**src/design/matrix_scan_pkg.sv**
```systemverilog
// constants and carrier types for the matrix scan and glyph pointer block
package matrix_scan_pkg;
  // register indices; byte address on the bus is four times the index
  localparam logic [7:0] IDX_NULL        = 8'h00;
  localparam logic [7:0] IDX_BRIGHT_LOW  = 8'h01;
  localparam logic [7:0] IDX_BRIGHT_HIGH = 8'h02;
  localparam logic [7:0] IDX_SCAN_LIMIT  = 8'h03;
  localparam logic [7:0] IDX_CONFIG      = 8'h04;
  localparam logic [7:0] IDX_GLYPH       = 8'h05;
  // config and scan limit register field positions
  localparam int CFG_SYNC_BIT  = 4;
  localparam int CFG_PHASE_BIT = 7;
  localparam int SCAN_LIMIT_BIT = 0;
  // reset values
  localparam logic [7:0] BRIGHT_RESET     = 8'h00;
  localparam logic       SCAN_LIMIT_RESET = 1'b0;
  localparam logic       PHASE_RESET      = 1'b1;
  // glyph pointer range and layout
  localparam logic [7:0] PTR_FIRST   = 8'h80;
  localparam logic [7:0] PTR_LAST    = 8'hf7;
  localparam logic [7:0] PTR_INVALID = 8'hf8;
  localparam int         GLYPH_COUNT  = 24;
  localparam int         GLYPH_STRIDE = 5;
  localparam int         GLYPH_DEPTH  = GLYPH_COUNT * GLYPH_STRIDE;
  localparam logic [7:0] GLYPH_LAST_BASE = 8'hf3;
  // scan timing, counted in multiplex clock cycles
  localparam int ROW_TIME_US   = 100;
  localparam int REF_MUX_MHZ   = 4;
  localparam int SLOT_CYCLES   = ROW_TIME_US * REF_MUX_MHZ;
  localparam int PWM_STEPS     = 16;
  localparam int STEP_CYCLES   = SLOT_CYCLES / PWM_STEPS;
  localparam int ROWS          = 7;
  localparam int SCAN_SLOTS    = 2 * ROWS;
  localparam int SCAN_CYCLES   = 5600;
  localparam logic [4:0] STEP_CYCLES_LAST = 5'(STEP_CYCLES - 1);
  localparam logic [3:0] STEP_LAST        = 4'(PWM_STEPS - 1);
  localparam logic [3:0] SLOT_LAST_PAIR0  = 4'(ROWS - 1);
  localparam logic [3:0] SLOT_LAST_PAIR1  = 4'(SCAN_SLOTS - 1);
  localparam int BLINK_HALF_DEFAULT = 2000000;

  // drive pattern for the matrix
  typedef struct packed {
    logic [6:0] rowSel;
    logic [3:0] digitOn;
  } scan_drive_t;

  // one completed bus access
  typedef struct packed {
    logic       wr;
    logic       rd;
    logic [7:0] idx;
    logic [7:0] data;
  } bus_access_t;
endpackage

```
**src/design/glyph_pointer.sv**
```systemverilog
// autoincrementing pointer into the user glyph store
`timescale 1ns/1ps
`default_nettype none
module glyph_pointer (
  input  wire logic       core_clk,
  input  wire logic       rst,
  input  wire logic       wrDone,
  input  wire logic       rdDone,
  input  wire logic [7:0] wrData,
  output logic [6:0]      rdData
);
  logic [7:0] ptr_reg;
  logic [7:0] ptr_next;
  logic [6:0] store [matrix_scan_pkg::GLYPH_DEPTH]; // RULE4
  logic [6:0] idx;
  logic       access;

  // entry index relative to the first glyph slot
  assign idx    = 7'(ptr_reg - matrix_scan_pkg::PTR_FIRST);
  assign access = rdDone || (wrDone && !wrData[7]);
  assign rdData = store[idx];

  // pointer load, substitution and advance
  always_comb begin
    ptr_next = ptr_reg;
    if (wrDone && wrData[7]) begin
      if (wrData >= matrix_scan_pkg::PTR_INVALID) begin
        ptr_next = matrix_scan_pkg::PTR_FIRST; // RULE3
      end else begin
        ptr_next = wrData; // RULE18
      end
    end else if (access) begin
      if (ptr_reg == matrix_scan_pkg::PTR_LAST) begin
        ptr_next = matrix_scan_pkg::PTR_FIRST; // RULE2
      end else begin
        ptr_next = ptr_reg + 8'h01; // RULE1
      end
    end
  end

  always_ff @(posedge core_clk) begin
    if (rst) begin
      ptr_reg <= matrix_scan_pkg::PTR_FIRST;
    end else begin
      ptr_reg <= ptr_next;
    end
  end

  // seven data bits stored at the pointer
  always_ff @(posedge core_clk) begin
    if (wrDone && !wrData[7]) begin
      store[idx] <= wrData[6:0]; // RULE18
    end
  end

  property p_bad_load;
    @(posedge core_clk) disable iff (rst)
    wrDone && wrData >= 8'hf8 |=> ptr_reg == 8'h80;
  endproperty
  a_bad_load: assert property (p_bad_load) else $error("bad pointer not replaced"); // RULE3

  property p_wrap;
    @(posedge core_clk) disable iff (rst)
    (rdDone || (wrDone && !wrData[7])) && ptr_reg == 8'hf7 |=> ptr_reg == 8'h80;
  endproperty
  a_wrap: assert property (p_wrap) else $error("pointer did not wrap"); // RULE2

  property p_advance;
    @(posedge core_clk) disable iff (rst)
    (rdDone || (wrDone && !wrData[7])) && ptr_reg < 8'hf7 |=> ptr_reg == $past(ptr_reg) + 8'h01;
  endproperty
  a_advance: assert property (p_advance) else $error("pointer did not advance"); // RULE1

  property p_in_range;
    @(posedge core_clk) disable iff (rst)
    ptr_reg >= 8'h80 && ptr_reg <= 8'hf7;
  endproperty
  a_in_range: assert property (p_in_range) else $error("pointer out of range"); // RULE4
endmodule // glyph_pointer
`default_nettype wire

```
**src/design/matrix_scan_and_font_pointer.sv**
```systemverilog
// multiplex scan, brightness, blink and glyph pointer control with an apb slave
// How it works
// RULE1: pointer loads 0x80..0xF7 are legal; each glyph access advances it by one.
// RULE2: an access at pointer 0xF7 sends the pointer back to 0x80.
// RULE3: loading 0xF8..0xFF puts 0x80 in the pointer instead.
// RULE4: 24 glyphs of five entries each, glyph n based at 0x80 plus 5n.
// RULE5: the multiplex clock pin paces both the scan and the blink.
// RULE6: a full four-digit scan lasts 5600 multiplex clock cycles.
// RULE7: at a 4 MHz multiplex clock each row slot lasts 100 us.
// RULE8: the host may feed an exact 1 to 8 MHz clock to the pin.
// RULE9: setting the sync bit restarts blink timing and the scan sequence.
// RULE10: blink pin is high in the primary plane phase, low in alternate.
// RULE11: config reads return the blink phase, equal to the blink pin.
// RULE12: host may use blink edges to update the idle plane in time.
// RULE13: digits 0 and 1 share one slot, digits 2 and 3 the next.
// RULE14: scan limit clear scans only the first pair, set scans both.
// RULE15: four modulators, one per digit, each set by its own nibble.
// RULE16: duty from 1/16 to 15/16, step fifteen of each slot always blank.
// RULE17: writing the null register changes nothing.
// RULE18: glyph register loads the pointer, stores or returns seven data bits.
// RULE19: scan limit is bit zero of register 3, other bits ignored.
// RULE20: each row slot is 400 multiplex cycles, fourteen slots per scan.
//
// Chosen here: the register addresses and the APB register port.
`timescale 1ns/1ps
`default_nettype none
module matrix_scan_and_font_pointer #(
  parameter int BLINK_HALF = matrix_scan_pkg::BLINK_HALF_DEFAULT
) (
  input  wire logic                         core_clk,
  input  wire logic                         rst,
  input  wire logic                         psel,
  input  wire logic                         penable,
  input  wire logic                         pwrite,
  input  wire logic [31:0]                  paddr,
  input  wire logic [31:0]                  pwdata,
  output logic                              pready,
  output logic [31:0]                       prdata,
  output logic                              pslverr,
  input  wire logic                         mux_clock_pin,
  output logic                              blinkPin,
  output matrix_scan_pkg::scan_drive_t      scanDrive
);
  // bus side state
  matrix_scan_pkg::bus_access_t acc;
  logic [7:0]  brightLow_reg;
  logic [7:0]  brightHigh_reg;
  logic        scanLimit_reg;
  logic        mapped;
  logic        done;
  logic        syncStrobe;
  logic [6:0]  glyphData;
  logic [7:0]  readValue;
  // link side state
  logic        muxMeta;
  logic        muxSync;
  logic        muxSyncD;
  logic        muxTick;
  logic [4:0]  subCnt_reg;
  logic [3:0]  step_reg;
  logic [3:0]  slot_reg;
  logic [3:0]  slotLast;
  logic [31:0] blinkCnt_reg;
  logic        phase_reg;
  logic [15:0] nibbles;
  logic [3:0]  pwmOn;

  // decode of the completing access, word aligned
  assign done   = psel && penable && pready;
  assign acc    = {done && pwrite, done && !pwrite, paddr[9:2], pwdata[7:0]}; // one driver
  assign mapped = (paddr[31:10] == 22'h000000) && (paddr[1:0] == 2'b00)
                  && (paddr[9:2] <= matrix_scan_pkg::IDX_GLYPH);
  assign syncStrobe = acc.wr && mapped && acc.idx == matrix_scan_pkg::IDX_CONFIG
                      && acc.data[matrix_scan_pkg::CFG_SYNC_BIT]; // RULE9

  // one wait state, then the answer with registered data
  always_ff @(posedge core_clk) begin
    if (rst) begin
      pready  <= 1'b0;
      prdata  <= 32'h00000000;
      pslverr <= 1'b0;
    end else begin
      pready  <= psel && penable && !pready;
      pslverr <= psel && penable && !pready && !mapped;
      if (psel && penable && !pready) begin
        prdata <= (mapped && !pwrite) ? {24'h000000, readValue} : 32'h00000000;
      end
    end
  end

  // read multiplexer
  always_comb begin
    case (paddr[9:2])
      matrix_scan_pkg::IDX_BRIGHT_LOW:  readValue = brightLow_reg;
      matrix_scan_pkg::IDX_BRIGHT_HIGH: readValue = brightHigh_reg;
      matrix_scan_pkg::IDX_SCAN_LIMIT:  readValue = {7'h00, scanLimit_reg};
      matrix_scan_pkg::IDX_CONFIG:      readValue = {phase_reg, 7'h00}; // RULE11
      matrix_scan_pkg::IDX_GLYPH:       readValue = {1'b0, glyphData}; // RULE18
      default:                          readValue = 8'h00; // RULE17
    endcase
  end

  // software settings; the null register has no storage at all
  always_ff @(posedge core_clk) begin
    if (rst) begin
      brightLow_reg  <= matrix_scan_pkg::BRIGHT_RESET;
      brightHigh_reg <= matrix_scan_pkg::BRIGHT_RESET;
      scanLimit_reg  <= matrix_scan_pkg::SCAN_LIMIT_RESET;
    end else if (acc.wr && mapped) begin
      case (acc.idx)
        matrix_scan_pkg::IDX_BRIGHT_LOW:  brightLow_reg  <= acc.data; // RULE15
        matrix_scan_pkg::IDX_BRIGHT_HIGH: brightHigh_reg <= acc.data; // RULE15
        matrix_scan_pkg::IDX_SCAN_LIMIT:
          scanLimit_reg <= acc.data[matrix_scan_pkg::SCAN_LIMIT_BIT]; // RULE19
        default: ; // RULE17
      endcase
    end
  end

  // glyph store and pointer
  glyph_pointer u_glyph (
    .core_clk (core_clk),
    .rst      (rst),
    .wrDone   (acc.wr && mapped && acc.idx == matrix_scan_pkg::IDX_GLYPH),
    .rdDone   (acc.rd && mapped && acc.idx == matrix_scan_pkg::IDX_GLYPH),
    .wrData   (acc.data),
    .rdData   (glyphData)
  );

  // two-stage synchroniser and rising edge of the multiplex clock pin
  always_ff @(posedge core_clk) begin
    if (rst) begin
      muxMeta  <= 1'b0;
      muxSync  <= 1'b0;
      muxSyncD <= 1'b0;
    end else begin
      muxMeta  <= mux_clock_pin;
      muxSync  <= muxMeta;
      muxSyncD <= muxSync;
    end
  end
  assign muxTick = muxSync && !muxSyncD; // RULE5

  // last slot of the scan depends on the scan limit
  assign slotLast = scanLimit_reg ? matrix_scan_pkg::SLOT_LAST_PAIR1
                                  : matrix_scan_pkg::SLOT_LAST_PAIR0; // RULE14

  // slot timing: 16 steps of 25 ticks make a 400 tick row slot
  always_ff @(posedge core_clk) begin
    if (rst || syncStrobe) begin // RULE9
      subCnt_reg <= 5'h00;
      step_reg   <= 4'h0;
      slot_reg   <= 4'h0;
    end else if (muxTick) begin
      if (subCnt_reg == matrix_scan_pkg::STEP_CYCLES_LAST) begin
        subCnt_reg <= 5'h00;
        step_reg   <= step_reg + 4'h1; // RULE20
        if (step_reg == matrix_scan_pkg::STEP_LAST) begin
          slot_reg <= (slot_reg >= slotLast) ? 4'h0 : slot_reg + 4'h1; // RULE6
        end
      end else begin
        subCnt_reg <= subCnt_reg + 5'h01; // RULE7
      end
    end
  end

  // per digit modulators; step fifteen is always blank
  assign nibbles = {brightHigh_reg, brightLow_reg};
  genvar d;
  generate
    for (d = 0; d < 4; d++) begin : g_pwm
      assign pwmOn[d] = (step_reg <= nibbles[4*d +: 4])
                        && (step_reg != matrix_scan_pkg::STEP_LAST); // RULE16
    end
  endgenerate

  // registered row and digit drive
  always_ff @(posedge core_clk) begin
    if (rst) begin
      scanDrive <= '0;
    end else if (slot_reg < 4'(matrix_scan_pkg::ROWS)) begin
      scanDrive.rowSel  <= 7'(7'h01 << slot_reg);
      scanDrive.digitOn <= {2'b00, pwmOn[1:0]}; // RULE13
    end else begin
      scanDrive.rowSel  <= 7'(7'h01 << (slot_reg - 4'(matrix_scan_pkg::ROWS)));
      scanDrive.digitOn <= {pwmOn[3:2], 2'b00}; // RULE13
    end
  end

  // blink phase from multiplex ticks
  always_ff @(posedge core_clk) begin
    if (rst || syncStrobe) begin // RULE9
      blinkCnt_reg <= 32'h00000000;
      phase_reg    <= matrix_scan_pkg::PHASE_RESET;
    end else if (muxTick) begin
      if (blinkCnt_reg == 32'(BLINK_HALF - 1)) begin
        blinkCnt_reg <= 32'h00000000;
        phase_reg    <= !phase_reg; // RULE5
      end else begin
        blinkCnt_reg <= blinkCnt_reg + 32'h00000001;
      end
    end
  end
  assign blinkPin = phase_reg; // RULE10

  // phase readback carries the pin level of the latching cycle
  property p_pin_phase;
    @(posedge core_clk) disable iff (rst)
    acc.rd && mapped && acc.idx == 8'h04 |-> prdata[7] == $past(blinkPin);
  endproperty
  a_pin_phase: assert property (p_pin_phase) else $error("phase readback differs from pin"); // RULE11

  // sync restarts the scan and the blink phase
  property p_sync;
    @(posedge core_clk) disable iff (rst)
    syncStrobe |=> phase_reg && slot_reg == 4'h0 && step_reg == 4'h0 && blinkCnt_reg == 32'h0;
  endproperty
  a_sync: assert property (p_sync) else $error("sync did not restart timing"); // RULE9

  // limit clear keeps the scan in the first pair
  property p_limit;
    @(posedge core_clk) disable iff (rst)
    !scanLimit_reg && $past(!scanLimit_reg) && $past(slot_reg) < 4'h7 |-> slot_reg < 4'h7;
  endproperty
  a_limit: assert property (p_limit) else $error("second pair scanned with limit clear"); // RULE14

  // step fifteen blanks every digit
  property p_blank;
    @(posedge core_clk) disable iff (rst)
    step_reg == 4'hf |=> scanDrive.digitOn == 4'h0;
  endproperty
  a_blank: assert property (p_blank) else $error("digit lit in blank step"); // RULE16

  // the two digit pairs never share a slot
  property p_pair;
    @(posedge core_clk) disable iff (rst)
    scanDrive.digitOn[1:0] == 2'b00 || scanDrive.digitOn[3:2] == 2'b00;
  endproperty
  a_pair: assert property (p_pair) else $error("both digit pairs driven together"); // RULE13

  // null writes leave all settings alone
  property p_null;
    @(posedge core_clk) disable iff (rst)
    acc.wr && paddr == 32'h0 |=> $stable(brightLow_reg) && $stable(brightHigh_reg)
      && $stable(scanLimit_reg);
  endproperty
  a_null: assert property (p_null) else $error("null write changed state"); // RULE17

  // sixteen steps of 25 ticks close a slot
  property p_slot_len;
    @(posedge core_clk) disable iff (rst)
    muxTick && !syncStrobe && subCnt_reg == 5'h18 && step_reg == 4'hf |=> subCnt_reg == 5'h00
      && step_reg == 4'h0;
  endproperty
  a_slot_len: assert property (p_slot_len) else $error("slot did not end after 400 ticks"); // RULE20

  // scan limit takes bit zero only
  property p_scan_limit_bit;
    @(posedge core_clk) disable iff (rst)
    acc.wr && paddr == 32'hc |=> scanLimit_reg == $past(pwdata[0]);
  endproperty
  a_scan_limit_bit: assert property (p_scan_limit_bit) else $error("scan limit not bit zero"); // RULE19

  // at most one row driven at a time
  property p_row_onehot;
    @(posedge core_clk) disable iff (rst)
    $onehot0(scanDrive.rowSel);
  endproperty
  a_row_onehot: assert property (p_row_onehot) else $error("more than one row driven"); // RULE13

  // slot counter stays inside fourteen slots
  property p_slot_range;
    @(posedge core_clk) disable iff (rst)
    slot_reg <= matrix_scan_pkg::SLOT_LAST_PAIR1;
  endproperty
  a_slot_range: assert property (p_slot_range) else $error("slot beyond the last row"); // RULE20

  // tick counter stays inside one modulation step
  property p_sub_range;
    @(posedge core_clk) disable iff (rst)
    subCnt_reg <= matrix_scan_pkg::STEP_CYCLES_LAST;
  endproperty
  a_sub_range: assert property (p_sub_range) else $error("step longer than 25 ticks"); // RULE7

  // scan counters move only on a multiplex tick or a sync
  property p_tick_pace;
    @(posedge core_clk) disable iff (rst)
    !muxTick && !syncStrobe |=> $stable(subCnt_reg) && $stable(step_reg) && $stable(slot_reg);
  endproperty
  a_tick_pace: assert property (p_tick_pace) else $error("scan moved without a tick"); // RULE5

  // phase moves only after a full half period, a sync or a reset
  property p_blink_toggle;
    @(posedge core_clk) disable iff (rst)
    $changed(phase_reg) |-> $past(rst) || $past(syncStrobe)
      || ($past(muxTick) && $past(blinkCnt_reg) == 32'(BLINK_HALF - 1));
  endproperty
  a_blink_toggle: assert property (p_blink_toggle) else $error("blink phase moved early"); // RULE5

  // digit zero lights only in its pair's slots and within its nibble
  property p_dim;
    @(posedge core_clk) disable iff (rst)
    scanDrive.digitOn[0] |-> $past(slot_reg) < 4'h7
      && $past(step_reg) <= $past(brightLow_reg[3:0]);
  endproperty
  a_dim: assert property (p_dim) else $error("digit zero lit outside its duty"); // RULE15

  // glyph reads return seven bits with the top bits clear
  property p_glyph_read;
    @(posedge core_clk) disable iff (rst)
    acc.rd && mapped && acc.idx == matrix_scan_pkg::IDX_GLYPH |-> prdata[31:7] == '0;
  endproperty
  a_glyph_read: assert property (p_glyph_read) else $error("glyph read wider than seven bits"); // RULE18

  // a four digit scan wraps from slot thirteen back to slot zero
  property p_scan_wrap;
    @(posedge core_clk) disable iff (rst)
    muxTick && !syncStrobe && scanLimit_reg && slot_reg == matrix_scan_pkg::SLOT_LAST_PAIR1
      && step_reg == matrix_scan_pkg::STEP_LAST
      && subCnt_reg == matrix_scan_pkg::STEP_CYCLES_LAST |=> slot_reg == 4'h0;
  endproperty
  a_scan_wrap: assert property (p_scan_wrap) else $error("scan did not wrap"); // RULE6
endmodule // matrix_scan_and_font_pointer
`default_nettype wire

```
**config.mk**
```make
export PLATFORM = sky130hd
export DESIGN_NAME = matrix_scan_and_font_pointer
export DESIGN_NICKNAME = d
export VERILOG_FILES = /design/src/design/matrix_scan_pkg.sv /design/src/design/glyph_pointer.sv /design/src/design/matrix_scan_and_font_pointer.sv
export SDC_FILE = /design/constraint.sdc
export NUM_CORES = 1
export LEC_CHECK = 0
export ABC_CLOCK_PERIOD_IN_PS = 3650
export BUFFER_PORTS_ARGS = -buffer_cell sky130_fd_sc_hd__buf_2
export CAP_MARGIN = 10
export CORE_MARGIN = 4
export CORE_UTILIZATION = 35
export DETAILED_ROUTE_END_ITERATION = 10
export PLACE_DENSITY = 0.53
export SKIP_LAST_GASP = 1
export SYNTH_ARGS = -nofsm -noshare
export SYNTH_HDL_FRONTEND = slang
export SYNTH_SLANG_ARGS = --single-unit
```
**constraint.sdc**
```tcl
create_clock -name core_clk -period 3.65 [get_ports core_clk]
set_input_delay 0 -clock core_clk [delete_from_list [all_inputs] [get_ports core_clk]]
set_output_delay 0 -clock core_clk [all_outputs]
set_load 0.01 [all_outputs]
```
==> results.cfg <==
[yosys]
post_synth_main_area_contributors = sky130_fd_sc_hd__edfxtp_1, sky130_fd_sc_hd__mux4_2, sky130_fd_sc_hd__dfxtp_1, sky130_fd_sc_hd__mux2i_1, sky130_fd_sc_hd__nor2_1
synthDominantCellAreaShare = 0.6640
syn_area_per_cell_um2 = 17.10
synth.yosys.seq_area_share = 0.7178
synth.cell_area_um2 = 37990
yosysWarnings = 0
synth.top_cells.by_count = sky130_fd_sc_hd__edfxtp_1, sky130_fd_sc_hd__nor2_1, sky130_fd_sc_hd__mux4_2, sky130_fd_sc_hd__dfxtp_1, sky130_fd_sc_hd__mux2i_1
post_synthesis_register_bit_count = 942
postSynth.topFlopCell = sky130_fd_sc_hd__edfxtp_1
synth-edff-count = 840
async_set_or_reset_register_ratio_after_synthesis = 0
synth.largest_area_cell = sky130_fd_sc_hd__edfxtp_1
synth_most_common_cell = sky130_fd_sc_hd__edfxtp_1
synthesis.instances = 2221
netlist-cell-type-count = 67

[route]
routedLengthMet1_mm = 44.55
drt-wirelength-per-cell_um = 26.12
number_of_optimization_iterations_in_the_first_detailed_route_pass = 7
met2_wirelength_mm = 49.55
routed_wl_mm = 103.1
dr_total_vias = 21440
routed.top_layer = met4
drt-vias-per-instance = 5.436
detailedRoute.firstIterationViolations = 2142
drt_drc_violations_left = 0
detailroute.wirelength.met3_mm = 6.294
ant_nets = 0

[clock_network]
cts.sinks = 942
clock_network_latency_to_the_later_pin_of_the_worst_skew_pair_ps = 670
numCtsBuffers = 99
clk_path_buf_depth = 3
cts.repair_timing.setup_buffer_count = 0
ctsRootBufferMaster = sky130_fd_sc_hd__clkbuf_16
clk_pin_slew_worst_paths_ps = 60
tritoncts = done
cts_htree_levels = 3

[setup_path]
cp_num_buf_inv = 3
r2r_end = prdata[3]
r2r_cells = 8
critPathMostFrequentCell = sky130_fd_sc_hd__dlygate4sd3_1
cp-start-kind = input pin
crit_reg_reg_startpoint = pready
timing.critical_path.required_ps = 3950
crit_fanout = 15
path_delay_family = simple AND/OR/NAND/NOR gates
critical_path.cell_chain = dlygate4sd3_1, buf_2, nor4_1, dlygate4sd3_1, nand3_1, nor4_4, nand2_2, or4b_4, nor2_1
ff2ff_setup_slack_ps = 390
setup.worst_path.end_class = flop
timing.setup.critical_path_class = input pin to flop
slowest_cell_on_crit_path = sky130_fd_sc_hd__or4b_4
critical_path_arrival_ps = 3590
delay_contributed_by_the_slowest_stage_of_the_critical_path_ps = 860

[power_and_ir_drop]
total_leakage_power_nw = 14.03
fin_total_pwr_w = 0.02227
ir_worst_vdd_mv = 0.4250
power_density_nw_per_um2 = 500.4

[timing]
final_min_period_over_clock_period = 0.9021
final.setup.tns_ps = 0
grt_setup_unrepaired = no
slew_at_the_pin_with_the_worst_max_slew_slack_ps = 1336
timing.final.max_slew_violations = 0
max_clock_freq_mhz = 303.7
slew_headroom = 0.1074
timing.final.ws_setup_ps = 357.3
finalSetupViolations = 0
period_minus_slack_ps = 3293
final.setup_skew_ps = 25.75
endpoints_failing_hold = 0

[cells_and_area]
max_ffs_per_register = 840
drive_above_1_share = 0.2372
antenna_cells_inserted = 0
design.final.nets = 2555
area_growth_pct = 17.14

[global_route]
gr-total-overflow = 0
grt_pass1_vias = 21640
grt_antenna_before_repair = 4
groute.usage.overall = 0.1796
grt_pass1_wl_mm = 149.9
pin_count_of_the_biggest_net_entering_global_routing = 81

[floorplan]
num_io_pins = 116
die-height_um = 337.5
die_area_um2 = 113900
rows = 120
floorplan.core_area_um2 = 107400
start_util = 0.3539
die_w_um = 337.5

[place]
placer_s_final_routability_congestion_estimate = 0.8834
port_buffers = 67
hpwlAfterDp_mm = 68.46
pre_cts_ws_ps = 176.0

[min_path]
hold-path-cell-count = 5
min_path_type = input pin to flop
min-delay-start = psel

[outcome]
run_status = finished clean

[run]
max_cap_viol_count = 0
==> stage by stage <==
stage	utilization	hold slack (ps)	instance area [um^2]	std cells
2_1_floorplan	-	98.87	38070	2244
3_3_place_gp	0.3814	253.2	40940	3738
3_5_place_dp	0.3814	258.4	40940	3738
4_1_cts	0.4145	14.40	44500	3945
5_1_grt	0.4145	66.06	44500	3945
6_report	0.4145	49.38	44500	3945
==> what timing repair did <==
action                                 4_1_cts  5_1_grt
hold buffers                                24        0
gates resized for setup                      0        0
endpoints found under the hold margin      323        0
==> power by group <==
| part | leakage, nW | internal (W) | switching (W) |
|---|---|---|---|
| Clock | 1.62 | 0.00598 | 0.00423 |
| Sequential | 8.37 | 0.0117 | 0.00000434 |
| Combinational | 4.03 | 0.0000641 | 0.000255 |
| Total | 14.0 | 0.0178 | 0.00449 |
==> worst max-delay path by stage <==
| stage | depth (start not counted) | slack [ps] | startpoint | end |
|---|---|---|---|---|
| floorplan | 10 | 540 | paddr[9] | u_glyph.store[101][0] |
| global placement | 7 | 260 | paddr[9] | u_glyph.store[12][3] |
| detailed placement | 7 | 180 | paddr[9] | u_glyph.store[12][3] |
| CTS | 7 | 350 | flop | prdata[1] |
| global route | 10 | 160 | paddr[0] | u_glyph.store[62][6] |
| finish | 9 | 360 | paddr[0] | u_glyph.store[12][5] |
==> final cells by class <==
class	count	area (um^2)
inverters	25	93.84
fillers	9512	62850
flip-flops and latches	942	27280
repair buffers	259	2004
clock buffers	112	2557
multi-input cells	1133	10050
well taps	1403	1755
clock inverters	71	760.7
==> worst register-to-register path: stages, from the launching register on <==
cell and delay [ps]:
sky130_fd_sc_hd__dfxtp_1 320, sky130_fd_sc_hd__nand3b_1 140, sky130_fd_sc_hd__dlygate4sd3_1 550, sky130_fd_sc_hd__buf_4 180, sky130_fd_sc_hd__and2_1 180, sky130_fd_sc_hd__a221oi_1 790, sky130_fd_sc_hd__nand4_1 200, sky130_fd_sc_hd__nor3_1 650
sky130_fd_sc_hd__a211oi_1 100
==> kinds of logic after synthesis <==
family,synth area share
AOI/OAI and AO/OA,0.03748
xor gates and xnor gates,0.009222
adders and majority gates,0.008234
buffers and inverters,0.02026
DFF,0.7178
muxes,0.1351
other,0.00009872
and+or+nand+nor,0.07184
==> cell usage in the layout (no fill, tap or decap), drive strengths merged, types with 16 or more instances in the layout <==
cell type,Yosys,final
inv,25,29
a22oi,62,62
mux2i,92,92
clkbuf,74,112
nor4,20,20
nor2,231,231
ha,25,25
dfxtp,102,102
nand3,63,63
nor2b,31,31
o21ai,16,16
nand4,32,32
nand2,82,82
mux4,182,182
edfxtp,840,840
nor3,19,19
buf,70,235
xor2,25,25
clkinv,0,48
dlygate4sd3,0,24
conb,1,24
a21oi,37,37
==> metal layers <==
metal,vias up,GRT usage
met3,152,0.02723
met1,11250,0.2517
met4,0,0.04823
li1,9283,-
met2,759,0.2941
met5,-,0
Power figures use the tool's default switching activity.
